**src/shared/pmfr_pkg.sv**
```systemverilog
// How it works
// - reserved bits read zero, writes harmless
// - ignored bits may read either value
// - write-only bit acts on a one
// - never block accesses to other devices
// - single writes update registers, no pairs
// - free-running 24-bit timer, no control
// - four-second button hold forces power off
// - wake alarm always present, status bit optional
// - controller event sits in general-purpose status
// - mode select bit shows legacy/advanced model
// - included fixed features behave exactly defined
// - status set by event, cleared by one
// - mode clear routes to SMI, set SCI
package pmfr_pkg;
    localparam int FIX_W = 16;
    localparam int GPE_W = 8;
    localparam int TMR_W = 24;
    // fixed status / enable bit positions
    localparam int FIX_TMR = 0;
    localparam int FIX_PWRBTN = 8;
    localparam int FIX_SLPBTN = 9;
    localparam int FIX_RTC = 10;
    localparam int FIX_WAK = 15;
    localparam logic [FIX_W-1:0] FIX_STS_IMPL = 16'h8701;
    localparam logic [FIX_W-1:0] FIX_EN_IMPL = 16'h0701;
    // control register layout
    localparam int CTL_MODE = 0;
    localparam int CTL_SLPTYP_LO = 10;
    localparam int CTL_SLPTYP_W = 3;
    localparam int CTL_SLPEN = 13;
    localparam logic [FIX_W-1:0] CTL_STORE_MASK = 16'h1c01;
    localparam logic [FIX_W-1:0] CTL_RESET = 16'h0000;
    // general-purpose bit that carries the embedded controller event
    localparam int GPE_EC = 0;
    localparam logic [GPE_W-1:0] GPE_RESET = 8'h00;
    localparam logic [FIX_W-1:0] FIX_RESET = 16'h0000;
    // timing
    localparam longint CLK_HZ = 200000000;
    localparam longint OVR_TIME_MS = 4000;
    localparam longint TICK_TIME_MS = 1;
    localparam longint TICK_CYCLES = (CLK_HZ * TICK_TIME_MS) / 1000;
    localparam int TMR_DIV_CYCLES = 56;

    typedef struct packed {
        logic strobe;
        logic [FIX_W-1:0] data;
    } pmfr_wr16_s;

    typedef struct packed {
        logic strobe;
        logic [GPE_W-1:0] data;
    } pmfr_wr8_s;

    typedef enum logic [1:0] {
        OVR_IDLE,
        OVR_COUNT,
        OVR_OFF
    } pmfr_ovr_e;
endpackage

```
**src/rtl/pmfr_status_cell.sv**
```systemverilog
`timescale 1ns/1ps
module pmfr_status_cell (
    input wire logic ref_clk,
    input wire logic sys_rst,
    input wire logic eventIn,
    input wire logic clearOne,
    output logic status
);
    // set beats clear so an event in the clearing cycle survives
    always_ff @(posedge ref_clk) begin
        if (sys_rst) begin
            status <= 1'b0;
        end else if (eventIn) begin
            status <= 1'b1;
        end else if (clearOne) begin
            status <= 1'b0;
        end
    end
endmodule

```
**src/rtl/pmfr_timer.sv**
```systemverilog
`timescale 1ns/1ps
module pmfr_timer (
    input wire logic ref_clk,
    input wire logic sys_rst,
    output logic [pmfr_pkg::TMR_W-1:0] count,
    output logic carryPulse
);
    logic [7:0] divCount;
    logic tick;

    // prescaler gives the timer its own slower rate as an enable pulse
    always_ff @(posedge ref_clk) begin
        if (sys_rst) begin
            divCount <= 8'h00;
        end else if (divCount == 8'(pmfr_pkg::TMR_DIV_CYCLES - 1)) begin
            divCount <= 8'h00;
        end else begin
            divCount <= divCount + 8'h01;
        end
    end
    assign tick = (divCount == 8'(pmfr_pkg::TMR_DIV_CYCLES - 1));

    // no start, stop or load input exists, so software cannot stall it
    always_ff @(posedge ref_clk) begin
        if (sys_rst) begin
            count <= '0;
        end else if (tick) begin
            count <= count + 1'b1;
        end
    end

    // the top bit flipping is reported as a timer event
    always_ff @(posedge ref_clk) begin
        if (sys_rst) begin
            carryPulse <= 1'b0;
        end else begin
            carryPulse <= tick && (count[pmfr_pkg::TMR_W-2:0] == '1);
        end
    end
endmodule

```
**src/rtl/pmfr_top.sv**
```systemverilog
`timescale 1ns/1ps
module pmfr_top #(
    parameter longint TICK_CYCLES = pmfr_pkg::TICK_CYCLES,
    parameter longint OVR_TICKS = pmfr_pkg::OVR_TIME_MS / pmfr_pkg::TICK_TIME_MS,
    parameter logic ACPI_ONLY = 1'b0
) (
    input wire logic ref_clk,
    input wire logic sys_rst,
    input wire logic pwrBtnPressed,
    input wire logic pwrBtnEvent,
    input wire logic slpBtnEvent,
    input wire logic rtcAlarmEvent,
    input wire logic wakeEvent,
    input wire logic ecEvent,
    input wire logic [pmfr_pkg::GPE_W-1:0] gpeEvents,
    input pmfr_pkg::pmfr_wr16_s fixStsWr,
    input pmfr_pkg::pmfr_wr16_s fixEnWr,
    input pmfr_pkg::pmfr_wr16_s ctlWr,
    input pmfr_pkg::pmfr_wr8_s gpeStsWr,
    input pmfr_pkg::pmfr_wr8_s gpeEnWr,
    output logic [pmfr_pkg::FIX_W-1:0] fixSts,
    output logic [pmfr_pkg::FIX_W-1:0] fixEn,
    output logic [pmfr_pkg::FIX_W-1:0] ctlRead,
    output logic [pmfr_pkg::GPE_W-1:0] gpeSts,
    output logic [pmfr_pkg::GPE_W-1:0] gpeEn,
    output logic [pmfr_pkg::TMR_W-1:0] timerValue,
    output logic acpi_mode_select,
    output logic [pmfr_pkg::CTL_SLPTYP_W-1:0] sleepType,
    output logic sleepStart,
    output logic rtcWake,
    output logic forceOff,
    output logic smiReq,
    output logic sciReq
);
    logic [pmfr_pkg::FIX_W-1:0] fixEvents;
    logic [pmfr_pkg::FIX_W-1:0] fixStsRaw;
    logic [pmfr_pkg::GPE_W-1:0] gpeAll;
    logic [pmfr_pkg::FIX_W-1:0] ctlReg;
    logic [pmfr_pkg::FIX_W-1:0] fixEnReg;
    logic [pmfr_pkg::GPE_W-1:0] gpeEnReg;
    logic [pmfr_pkg::GPE_W-1:0] gpeStsRaw;
    logic tmrCarry;
    logic anyEvent;
    logic [31:0] tickCount;
    logic msTick;
    logic [31:0] holdTicks;
    pmfr_pkg::pmfr_ovr_e ovrState;
    pmfr_pkg::pmfr_ovr_e next_ovrState;

    pmfr_timer u_timer (
        .ref_clk(ref_clk),
        .sys_rst(sys_rst),
        .count(timerValue),
        .carryPulse(tmrCarry)
    );

    // fixed event inputs placed at their bit positions; others stay low
    always_comb begin
        fixEvents = '0;
        fixEvents[pmfr_pkg::FIX_TMR] = tmrCarry;
        fixEvents[pmfr_pkg::FIX_PWRBTN] = pwrBtnEvent;
        fixEvents[pmfr_pkg::FIX_SLPBTN] = slpBtnEvent;
        fixEvents[pmfr_pkg::FIX_RTC] = rtcAlarmEvent;
        fixEvents[pmfr_pkg::FIX_WAK] = wakeEvent;
    end

    // the controller event is ORed with gpeEvents[0] into general-purpose status bit GPE_EC
    always_comb begin
        gpeAll = gpeEvents;
        gpeAll[pmfr_pkg::GPE_EC] = gpeEvents[pmfr_pkg::GPE_EC] | ecEvent;
    end

    // one sticky cell per implemented status bit, cleared by writing a one there
    genvar gi;
    generate
        for (gi = 0; gi < pmfr_pkg::FIX_W; gi++) begin : g_fix
            if (pmfr_pkg::FIX_STS_IMPL[gi]) begin : g_impl
                pmfr_status_cell u_cell (
                    .ref_clk(ref_clk),
                    .sys_rst(sys_rst),
                    .eventIn(fixEvents[gi]),
                    .clearOne(fixStsWr.strobe & fixStsWr.data[gi]),
                    .status(fixStsRaw[gi])
                );
            end else begin : g_rsvd
                assign fixStsRaw[gi] = 1'b0;
            end
        end
        for (gi = 0; gi < pmfr_pkg::GPE_W; gi++) begin : g_gpe
            pmfr_status_cell u_cell (
                .ref_clk(ref_clk),
                .sys_rst(sys_rst),
                .eventIn(gpeAll[gi]),
                .clearOne(gpeStsWr.strobe & gpeStsWr.data[gi]),
                .status(gpeStsRaw[gi])
            );
        end
    endgenerate

    // enables: a single write takes effect at once, no unlock sequence
    always_ff @(posedge ref_clk) begin
        if (sys_rst) begin
            fixEnReg <= pmfr_pkg::FIX_RESET;
        end else if (fixEnWr.strobe) begin
            fixEnReg <= fixEnWr.data & pmfr_pkg::FIX_EN_IMPL;
        end
    end

    always_ff @(posedge ref_clk) begin
        if (sys_rst) begin
            gpeEnReg <= pmfr_pkg::GPE_RESET;
        end else if (gpeEnWr.strobe) begin
            gpeEnReg <= gpeEnWr.data;
        end
    end

    // control: only implemented bits are stored, write-only bit never is
    always_ff @(posedge ref_clk) begin
        if (sys_rst) begin
            ctlReg <= pmfr_pkg::CTL_RESET;
            ctlReg[pmfr_pkg::CTL_MODE] <= ACPI_ONLY;
        end else if (ctlWr.strobe) begin
            ctlReg <= ctlWr.data & pmfr_pkg::CTL_STORE_MASK;
        end
    end

    // the sleep command fires only on a written one; a zero does nothing
    always_ff @(posedge ref_clk) begin
        if (sys_rst) begin
            sleepStart <= 1'b0;
        end else begin
            sleepStart <= ctlWr.strobe & ctlWr.data[pmfr_pkg::CTL_SLPEN];
        end
    end

    // read views: reserved positions are zero, write-only reads back zero
    always_ff @(posedge ref_clk) begin
        if (sys_rst) begin
            fixSts <= '0;
            fixEn <= '0;
            ctlRead <= '0;
            gpeSts <= '0;
            gpeEn <= '0;
        end else begin
            fixSts <= fixStsRaw & pmfr_pkg::FIX_STS_IMPL;
            fixEn <= fixEnReg;
            ctlRead <= ctlReg;
            gpeSts <= gpeStsRaw;
            gpeEn <= gpeEnReg;
        end
    end

    assign acpi_mode_select = ctlReg[pmfr_pkg::CTL_MODE];
    assign sleepType = ctlReg[pmfr_pkg::CTL_SLPTYP_LO +: pmfr_pkg::CTL_SLPTYP_W];

    // enable only gates the output, never the status bit itself
    assign anyEvent = |(fixStsRaw & fixEnReg) | |(gpeStsRaw & gpeEnReg);

    // interrupt steering by mode; only this block's own lines are touched
    always_ff @(posedge ref_clk) begin
        if (sys_rst) begin
            smiReq <= 1'b0;
            sciReq <= 1'b0;
            rtcWake <= 1'b0;
        end else begin
            smiReq <= anyEvent & ~ctlReg[pmfr_pkg::CTL_MODE];
            sciReq <= anyEvent & ctlReg[pmfr_pkg::CTL_MODE];
            rtcWake <= fixStsRaw[pmfr_pkg::FIX_RTC] & fixEnReg[pmfr_pkg::FIX_RTC];
        end
    end

    // millisecond enable pulse for the override hold count
    always_ff @(posedge ref_clk) begin
        if (sys_rst) begin
            tickCount <= '0;
        end else if (tickCount == 32'(TICK_CYCLES - 1)) begin
            tickCount <= '0;
        end else begin
            tickCount <= tickCount + 32'h1;
        end
    end
    assign msTick = (tickCount == 32'(TICK_CYCLES - 1));

    // override is pure hardware so it works when software is hung
    always_comb begin
        next_ovrState = ovrState;
        unique case (ovrState)
            pmfr_pkg::OVR_IDLE: begin
                if (pwrBtnPressed) begin
                    next_ovrState = pmfr_pkg::OVR_COUNT;
                end
            end
            pmfr_pkg::OVR_COUNT: begin
                if (!pwrBtnPressed) begin
                    next_ovrState = pmfr_pkg::OVR_IDLE;
                end else if (msTick && holdTicks == 32'(OVR_TICKS - 1)) begin
                    next_ovrState = pmfr_pkg::OVR_OFF;
                end
            end
            pmfr_pkg::OVR_OFF: begin
                next_ovrState = pmfr_pkg::OVR_OFF;
            end
            default: begin
                next_ovrState = pmfr_pkg::OVR_IDLE;
            end
        endcase
    end

    always_ff @(posedge ref_clk) begin
        if (sys_rst) begin
            ovrState <= pmfr_pkg::OVR_IDLE;
        end else begin
            ovrState <= next_ovrState;
        end
    end

    // hold count restarts whenever the button lets go
    always_ff @(posedge ref_clk) begin
        if (sys_rst || ovrState != pmfr_pkg::OVR_COUNT || !pwrBtnPressed) begin
            holdTicks <= '0;
        end else if (msTick) begin
            holdTicks <= holdTicks + 32'h1;
        end
    end

    // latched until reset: a release after the cut must not power back up
    always_ff @(posedge ref_clk) begin
        if (sys_rst) begin
            forceOff <= 1'b0;
        end else if (next_ovrState == pmfr_pkg::OVR_OFF) begin
            forceOff <= 1'b1;
        end
    end
endmodule

```
**config.mk**
```make
export PLATFORM = sky130hd
export DESIGN_NAME = pmfr_top
export DESIGN_NICKNAME = d
export VERILOG_FILES = /design/src/shared/pmfr_pkg.sv /design/src/rtl/pmfr_status_cell.sv /design/src/rtl/pmfr_timer.sv /design/src/rtl/pmfr_top.sv
export SDC_FILE = /design/constraint.sdc
export NUM_CORES = 1
export LEC_CHECK = 0
export ABC_AREA = 0
export BUFFER_PORTS_ARGS = -buffer_cell sky130_fd_sc_hd__buf_2
export CORE_ASPECT_RATIO = 2
export CORE_MARGIN = 2
export CORE_UTILIZATION = 35
export CTS_CLUSTER_DIAMETER = 50
export DETAILED_ROUTE_END_ITERATION = 16
export GPL_TIMING_DRIVEN = 0
export PLACE_DENSITY_LB_ADDON = 0.05
export SLEW_MARGIN = 15
export SYNTH_ARGS = -nofsm -noshare
export SYNTH_HDL_FRONTEND = slang
export SYNTH_SLANG_ARGS = --single-unit
```
**constraint.sdc**
```tcl
create_clock -name ref_clk -period 3 [get_ports ref_clk]
set_input_delay 0.45 -clock ref_clk [delete_from_list [all_inputs] [get_ports ref_clk]]
set_output_delay 0.45 -clock ref_clk [all_outputs]
set_load 0.01 [all_outputs]
```
==> results of run 1 <==
==> cell usage after synthesis, types with 2 or more instances <==
cell                       count  area share, %
sky130_fd_sc_hd__a21oi_1      51            3.7
sky130_fd_sc_hd__or3_1        22            2.0
sky130_fd_sc_hd__nor2_1       99            5.5
sky130_fd_sc_hd__and4_1        7           0.90
sky130_fd_sc_hd__o41ai_1       2           0.26
sky130_fd_sc_hd__or4b_2        3           0.44
sky130_fd_sc_hd__inv_1        17           0.94
sky130_fd_sc_hd__nand4_1      26            2.4
sky130_fd_sc_hd__ha_1          4           0.73
sky130_fd_sc_hd__nor4b_1       3           0.39
sky130_fd_sc_hd__buf_4        35            3.9
sky130_fd_sc_hd__clkbuf_1     26            1.4
sky130_fd_sc_hd__nor2b_1      31            2.8
sky130_fd_sc_hd__o21ai_0      22            1.6
sky130_fd_sc_hd__nand2_1      53            2.9
sky130_fd_sc_hd__nand2b_1      2           0.18
sky130_fd_sc_hd__buf_1         4           0.22
sky130_fd_sc_hd__xor2_1       26            3.3
sky130_fd_sc_hd__or4_1        15            1.7
sky130_fd_sc_hd__nor3_1       21            1.5
sky130_fd_sc_hd__a22o_1        3           0.39
sky130_fd_sc_hd__o31ai_1      13            1.4
sky130_fd_sc_hd__or2_2         4           0.37
sky130_fd_sc_hd__or3_2         2           0.22
sky130_fd_sc_hd__nor3b_1       3           0.33
sky130_fd_sc_hd__xnor2_1      27            3.5
sky130_fd_sc_hd__mux2i_1      17            2.5
sky130_fd_sc_hd__dfxtp_1     162             48
sky130_fd_sc_hd__and3_1        4           0.37
sky130_fd_sc_hd__nor4_1       15            1.4
sky130_fd_sc_hd__and2_1        3           0.28
sky130_fd_sc_hd__a221oi_1      3           0.39
sky130_fd_sc_hd__buf_2         2           0.15
sky130_fd_sc_hd__nand3_1      37            2.7
==> worst min-delay path: cells and delay by family <==
kind / cells / cell delay, ns
compound gates: 1 / 0.03
buf+inv: 1 / 0.08
simple gates: 1 / 0.07
==> cell type report <==
class / instances / area [µm²] / share of cell area (%)
diodes: 1 / 2.50 / 0.0297
plain buffers: 68 / 397 / 4.71
clock buffers: 18 / 429 / 5.10
clock inverters: 14 / 176 / 2.09
inverters: 17 / 63.8 / 0.758
multi-input cells: 563 / 3250 / 38.6
flip-flops and latches: 162 / 3240 / 38.5
well taps: 259 / 324 / 3.85
repair buffers: 107 / 536 / 6.36
==> routing by layer <==
layer | track usage [%] | vias up | wire length [µm] | share of wire, %
met5 | 0 | - | 0 | 0
li1 | - | 2967 | - | -
met1 | 16.8 | 2780 | 6520 | 36
met2 | 34.6 | 127 | 10100 | 56
met3 | 3.13 | 38 | 617 | 3.5
met4 | 8.90 | 0 | 647 | 3.6
==> flip-flops by register name, summed over array words and instances, names as in the netlist, 2 cells and up <==
register	flops
fixEnReg	4
u_timer.count	24
g_fix.g_impl.u_cell.status	5
g_gpe.u_cell.status	8
tickCount	32
gpeEnReg	8
gpeSts	8
gpeEn	8
ovrState	2
fixEn	4
ctlReg	4
ctlRead	4
u_timer.divCount	8
fixSts	5
holdTicks	32
==> power breakdown <==
part	switching (mW)	leakage (nW)	internal, mW
Combinational	0.135	1.62	0.114
Sequential	0.0288	1.32	2.20
Clock	0.922	0.292	1.32
==> kinds of logic after synthesis <==
| group | after synthesis | share of synthesized area (%) |
|---|---|---|
| simple gates | 358 | 27.6 |
| compound gates | 96 | 8.02 |
| xor+xnor | 53 | 6.81 |
| mux | 17 | 2.50 |
| buf+inv | 85 | 6.75 |
| flops | 162 | 47.6 |
| other cells | 1 | 0.0550 |
| fa+ha+maj | 4 | 0.734 |
==> metrics by stage <==
step	hold WS, ns	utilization, %
after floorplan	0.413	-
after global placement	0.443	40.7
after detailed placement	0.456	40.7
after CTS	0.221	43.8
after global routing	0.233	43.9
final	0.235	43.9
==> worst max path at each step <==
stage / from / endpoint / slack, ns / cells after the start
after floorplan: holdTicks[10] / holdTicks[31] / 0.82 / 8
after global placement: tickCount[26] / holdTicks[27] / 0.34 / 7
after detailed placement: tickCount[12] / holdTicks[29] / 0.30 / 8
after CTS: tickCount[26] / holdTicks[27] / 0.28 / 7
after global routing: tickCount[12] / holdTicks[29] / 0.12 / 8
final: tickCount[12] / holdTicks[27] / 0.32 / 8
==> impl_metrics.py, run 1 <==
metrics = {
    "run_status": {
        "run_status": "finished clean",
    },
    "routing": {
        "num_vias": 5912,
        "postRouteWirelength_um": 17900,
        "routed_wire_length_per_instance_um": 14.8,
        "drt.antenna.violating_nets": 0,
        "initialDrtViolationCount": 134,
        "drt_pass1_iterations": 6,
        "route.detailed.drc": 0,
        "vias_per_cell": 4.89,
    },
    "finish": {
        "most-common-layout-cells": "sky130_fd_sc_hd__dfxtp_1, sky130_fd_sc_hd__buf_2, sky130_fd_sc_hd__nor2_1, sky130_fd_sc_hd__nand2_1, sky130_fd_sc_hd__a21oi_1",
        "design_area_um2": 8420,
        "design.final.nets": 1025,
        "drive_above_1_share_pct": 20.0,
        "fillers": 1942,
        "layoutNonFillerInstCount": 1209,
        "mostFrequentLayoutCell": "sky130_fd_sc_hd__dfxtp_1",
        "area_growth_pct": 23.5,
    },
    "sta": {
        "worst_slack_ns": 0.319,
        "clock-skew-final_ns": 0.0113,
        "relSlewSlack_pct": 44.3,
        "period_needed_ns": 2.68,
        "post-route-period-util_pct": 89.4,
        "rsz0062_at_grt": "no",
        "timing_hold_violations_final": 0,
        "tightest_slew_ns": 0.832,
        "fmax_mhz": 373,
        "slew_viol_final": 0,
        "report.final.setup_viol": 0,
        "finalSetupTns_ns": 0,
    },
    "setup_path": {
        "category_of_the_most_critical_setup_path": "reg -> reg",
        "timing.critical_path.from_type": "flop",
        "cp_top_family": "simple AND/OR/NAND/NOR gates",
        "crit_path_top_delay_cell": "sky130_fd_sc_hd__and4_1",
        "endpoint_kind": "flop",
        "timing.critical_path.mode_cell": "sky130_fd_sc_hd__clkbuf_1",
        "timing.reg2reg.worst_path_depth": 8,
        "crit_fanout": 10,
        "worst_path_largest_cell_delay_ns": 0.35,
        "worstReg2RegStart": "tickCount[12]",
        "reg2reg_slack_ns": 0.32,
        "crit_path_buffers_inverters": 3,
        "r2r_end": "holdTicks[27]",
        "worstPathCellList": "clkbuf_1 > nor4_1 > and4_1 > nand4_1 > clkbuf_1 > clkbuf_1 > o31ai_1 > a21oi_1",
        "critical_path_required_ns": 3.28,
        "arrival_time_worst_endpoint_ns": 2.96,
    },
    "run": {
        "maxCapViolCount": 0,
    },
    "global_route": {
        "grt_antenna_before_repair": 1,
        "globalRoute.totalOverflow": 0,
        "grt_max_degree": 17,
        "number_of_global_route_vias_before_repair": 5889,
        "grt.total_usage_pct": 17.8,
        "grt_first_pass_wirelength_um": 28600,
    },
    "clock_tree": {
        "cts_root_buffer": "sky130_fd_sc_hd__clkbuf_16",
        "tritoncts_clock_tree": "built",
        "cts-buffers-inserted": 17,
        "clock_sink_count": 162,
        "cts_resized": 0,
        "clockBufferDepth": 2,
        "cts_hold_buf": 0,
        "cts.clk_slew.worst_paths_ns": 0.07,
        "clock_insertion_delay_worst_skew_ns": 0.42,
        "htree_num_levels": 4,
        "cts.repair_timing.setup_buffer_count": 0,
    },
    "hold_path": {
        "hold-path-cell-count": 3,
        "holdCritPathClass": "in -> reg",
        "worst_hold_path.endpoint": "g_fix[15].g_impl.u_cell.status",
        "min_from": "wakeEvent",
    },
    "place": {
        "buffer_ports.inserted": 107,
        "place_worst_setup_slack_ns": 0.303,
        "dp.final_hpwl_um": 13800,
        "place.detailed.instances": 1176,
        "routabilityCongestion": 0.808,
        "dpl-instance-area_um2": 7800,
    },
    "power_and_ir_drop": {
        "p_leak_nw": 3.23,
        "design_power_mw": 4.73,
        "ir_worst_vdd_v": 0.000317,
        "power.density_nw_per_um2": 561,
    },
    "floorplan": {
        "die_y_um": 201,
        "fp.dieW_um": 103,
        "boundaryPins": 182,
        "fp.coreArea_um2": 19200,
        "initial_utilization_pct": 35.5,
        "fp-row-count": 72,
        "die_area_um2": 20700,
    },
    "synthesis": {
        "syn-cell-area_um2": 6820,
        "register_bit_count_reported_by_yosys": 162,
        "syn-instance-count": 776,
        "async_flop_share_pct": 0,
        "yosys_warnings": 0,
        "ys_dominant_reg_cell": "sky130_fd_sc_hd__dfxtp_1",
        "yosys.cell_types.count": 46,
        "edff_count_synth": 0,
        "post_syn_area_per_cell_um2": 8.79,
        "seq_area_frac_synth_pct": 47.6,
    },
}
Power figures use the tool's default switching activity.
==> inputs of run 2 (changes only) <==
--- a/config.mk
+++ b/config.mk
@@ -13,7 +13,6 @@
 export CTS_CLUSTER_DIAMETER = 50
 export DETAILED_ROUTE_END_ITERATION = 16
 export GPL_TIMING_DRIVEN = 0
-export PLACE_DENSITY_LB_ADDON = 0.05
 export SLEW_MARGIN = 15
 export SYNTH_ARGS = -nofsm -noshare
 export SYNTH_HDL_FRONTEND = slang
==> impl_metrics.py, run 2 (synthesized netlist as in run 1, its figures left out) <==
metrics = {
    "run_status": {
        "run_status": "finished clean",
    },
    "setup_path": {
        "critical_path_required_ns": 3.28,
        "crit_fanout": 10,
        "reg2reg_slack_ns": 0.46,
        "worstReg2RegStart": "tickCount[22]",
        "arrival_time_worst_endpoint_ns": 2.82,
        "r2r_end": "holdTicks[29]",
        "cp_top_family": "simple AND/OR/NAND/NOR gates",
        "category_of_the_most_critical_setup_path": "reg -> reg",
        "endpoint_kind": "flop",
        "crit_path_buffers_inverters": 2,
        "timing.critical_path.from_type": "flop",
        "worstSetupEndpoint": "holdTicks[29]",
        "worst_path_largest_cell_delay_ns": 0.43,
        "timing.critical_path.mode_cell": "sky130_fd_sc_hd__clkbuf_1",
        "critical_path_depth": 7,
        "timing.reg2reg.worst_path_depth": 7,
        "setup.worst_path.start": "tickCount[22]",
        "crit_path_top_delay_cell": "sky130_fd_sc_hd__nor4_1",
        "worstPathCellList": "nor4_1 > and4b_1 > nand4_1 > clkbuf_1 > clkbuf_1 > o31ai_1 > a21oi_1",
    },
    "clock_tree": {
        "cts.repair_timing.setup_buffer_count": 0,
        "cts_resized": 0,
        "cts-buffers-inserted": 17,
        "htree_num_levels": 4,
        "tritoncts_clock_tree": "built",
        "cts_hold_buf": 0,
        "clock_sink_count": 162,
        "clockBufferDepth": 2,
        "cts_root_buffer": "sky130_fd_sc_hd__clkbuf_16",
        "clock_insertion_delay_worst_skew_ns": 0.42,
        "cts.clk_slew.worst_paths_ns": 0.07,
    },
    "sta": {
        "period_needed_ns": 2.54,
        "worst_slack_ns": 0.457,
        "fmax_mhz": 393,
        "finalSetupTns_ns": 0,
        "relSlewSlack_pct": 25.8,
        "report.final.setup_viol": 0,
        "timing_hold_violations_final": 0,
        "rsz0062_at_grt": "no",
        "post-route-period-util_pct": 84.8,
        "clock-skew-final_ns": 0.00992,
        "tightest_slew_ns": 1.10,
        "slew_viol_final": 0,
    },
    "power_and_ir_drop": {
        "ir_worst_vdd_v": 0.000376,
        "p_int_mw": 3.66,
        "pwr-share-comb_pct": 5.2,
        "power.share.sequential_pct": 47.2,
        "swShare_pct": 22.7,
        "design_power_mw": 4.74,
        "p_leak_nw": 3.24,
        "power.density_nw_per_um2": 562,
        "clk_network_pwr_share_pct": 47.6,
        "power.net_switching_mw": 1.07,
    },
    "floorplan": {
        "die_y_um": 201,
        "initial_utilization_pct": 35.5,
        "fp-row-count": 72,
        "boundaryPins": 182,
        "fp.dieW_um": 103,
        "fp.coreArea_um2": 19200,
        "die_area_um2": 20700,
    },
    "run": {
        "maxCapViolCount": 0,
    },
    "place": {
        "routabilityCongestion": 0.845,
        "place.detailed.instances": 1176,
        "buffer_ports.inserted": 107,
        "dp.final_hpwl_um": 13400,
        "place_worst_setup_slack_ns": 0.430,
    },
    "finish": {
        "drive_above_1_share_pct": 20.0,
        "most-common-layout-cells": "sky130_fd_sc_hd__dfxtp_1, sky130_fd_sc_hd__buf_2, sky130_fd_sc_hd__nor2_1, sky130_fd_sc_hd__nand2_1, sky130_fd_sc_hd__a21oi_1",
        "design.final.nets": 1025,
        "layoutNonFillerInstCount": 1209,
        "area_growth_pct": 23.6,
        "mostFrequentLayoutCell": "sky130_fd_sc_hd__dfxtp_1",
        "fillers": 1971,
        "biggestRegsByFlops": "holdTicks x32, tickCount x32, u_timer.count x24",
    },
    "routing": {
        "routed_wire_length_per_instance_um": 14.5,
        "vias_per_cell": 4.87,
        "num_vias": 5890,
        "initialDrtViolationCount": 283,
        "drt_pass1_iterations": 4,
        "postRouteWirelength_um": 17500,
        "drt.antenna.violating_nets": 0,
        "route.detailed.drc": 0,
    },
    "global_route": {
        "globalRoute.totalOverflow": 0,
        "number_of_global_route_vias_before_repair": 5717,
        "grt_antenna_before_repair": 1,
        "grt_max_degree": 17,
        "grt_first_pass_wirelength_um": 27900,
        "grt.total_usage_pct": 17.3,
    },
    "hold_path": {
        "holdCritPathClass": "in -> reg",
    },
}
==> run 2: worst min-delay path by stage <==
| stage | startpoint | to | slack (ns) | cells past startpoint |
|---|---|---|---|---|
| 5_1_grt | gpeEvents[0] | g_gpe[0].u_cell.status | 0.24 | 3 |
| 4_1_cts | gpeEvents[7] | g_gpe[7].u_cell.status | 0.21 | 3 |
| 3_3_place_gp | u_timer.carryPulse | g_fix[0].g_impl.u_cell.status | 0.42 | 2 |
| 6_report | gpeEvents[7] | g_gpe[7].u_cell.status | 0.24 | 3 |
| 2_1_floorplan | u_timer.carryPulse | g_fix[0].g_impl.u_cell.status | 0.41 | 2 |
| 3_5_place_dp | u_timer.carryPulse | g_fix[0].g_impl.u_cell.status | 0.44 | 2 |
==> run 2: stage by stage <==
step                hold WS [ns]  utilization (%)  instance area (µm²)
global placement           0.422             40.7                 7800
floorplan                  0.413                -                 6950
detailed placement         0.440             40.7                 7800
global route               0.240             43.9                 8430
CTS                        0.214             43.9                 8420
finish                     0.236             43.9                 8430
==> run 2: final cells by class <==
class | count | area [µm²] | share of cell area (%)
antenna | 1 | 2.50 | 0.0297
sequential | 162 | 3240 | 38.5
tap | 259 | 324 | 3.85
clock inverter | 14 | 175 | 2.08
clock buffer | 18 | 439 | 5.21
multi-input combinational | 563 | 3250 | 38.5
inverter | 17 | 63.8 | 0.757
buffer | 68 | 397 | 4.71
timing repair buffer | 107 | 536 | 6.35
==> run 2: power by group through the flow <==
stage / Combinational, mW / Clock, mW / Sequential (mW)
3_5_place_dp: 0.250 / 0 / 2.28
4_1_cts: 0.251 / 2.30 / 2.23
6_report: 0.248 / 2.25 / 2.23
2_1_floorplan: 0.149 / 0 / 2.28
3_3_place_gp: 0.248 / 0 / 2.28
5_1_grt: 0.273 / 2.39 / 2.24
==> run 2: worst register-to-register path: cells and delay by family (launching register included) <==
kind	cells	cell delay [ns]
compound gates	2	0.37
buf+inv	2	0.65
flops	1	0.34
simple gates	3	1.06
==> run 2: routing by layer <==
metal	up-vias	share of wire (%)	track usage, %
met3	32	4.1	3.99
met2	136	57	32.7
li1	2957	-	-
met5	-	0	0
met1	2765	36	17.0
met4	0	3.4	8.10
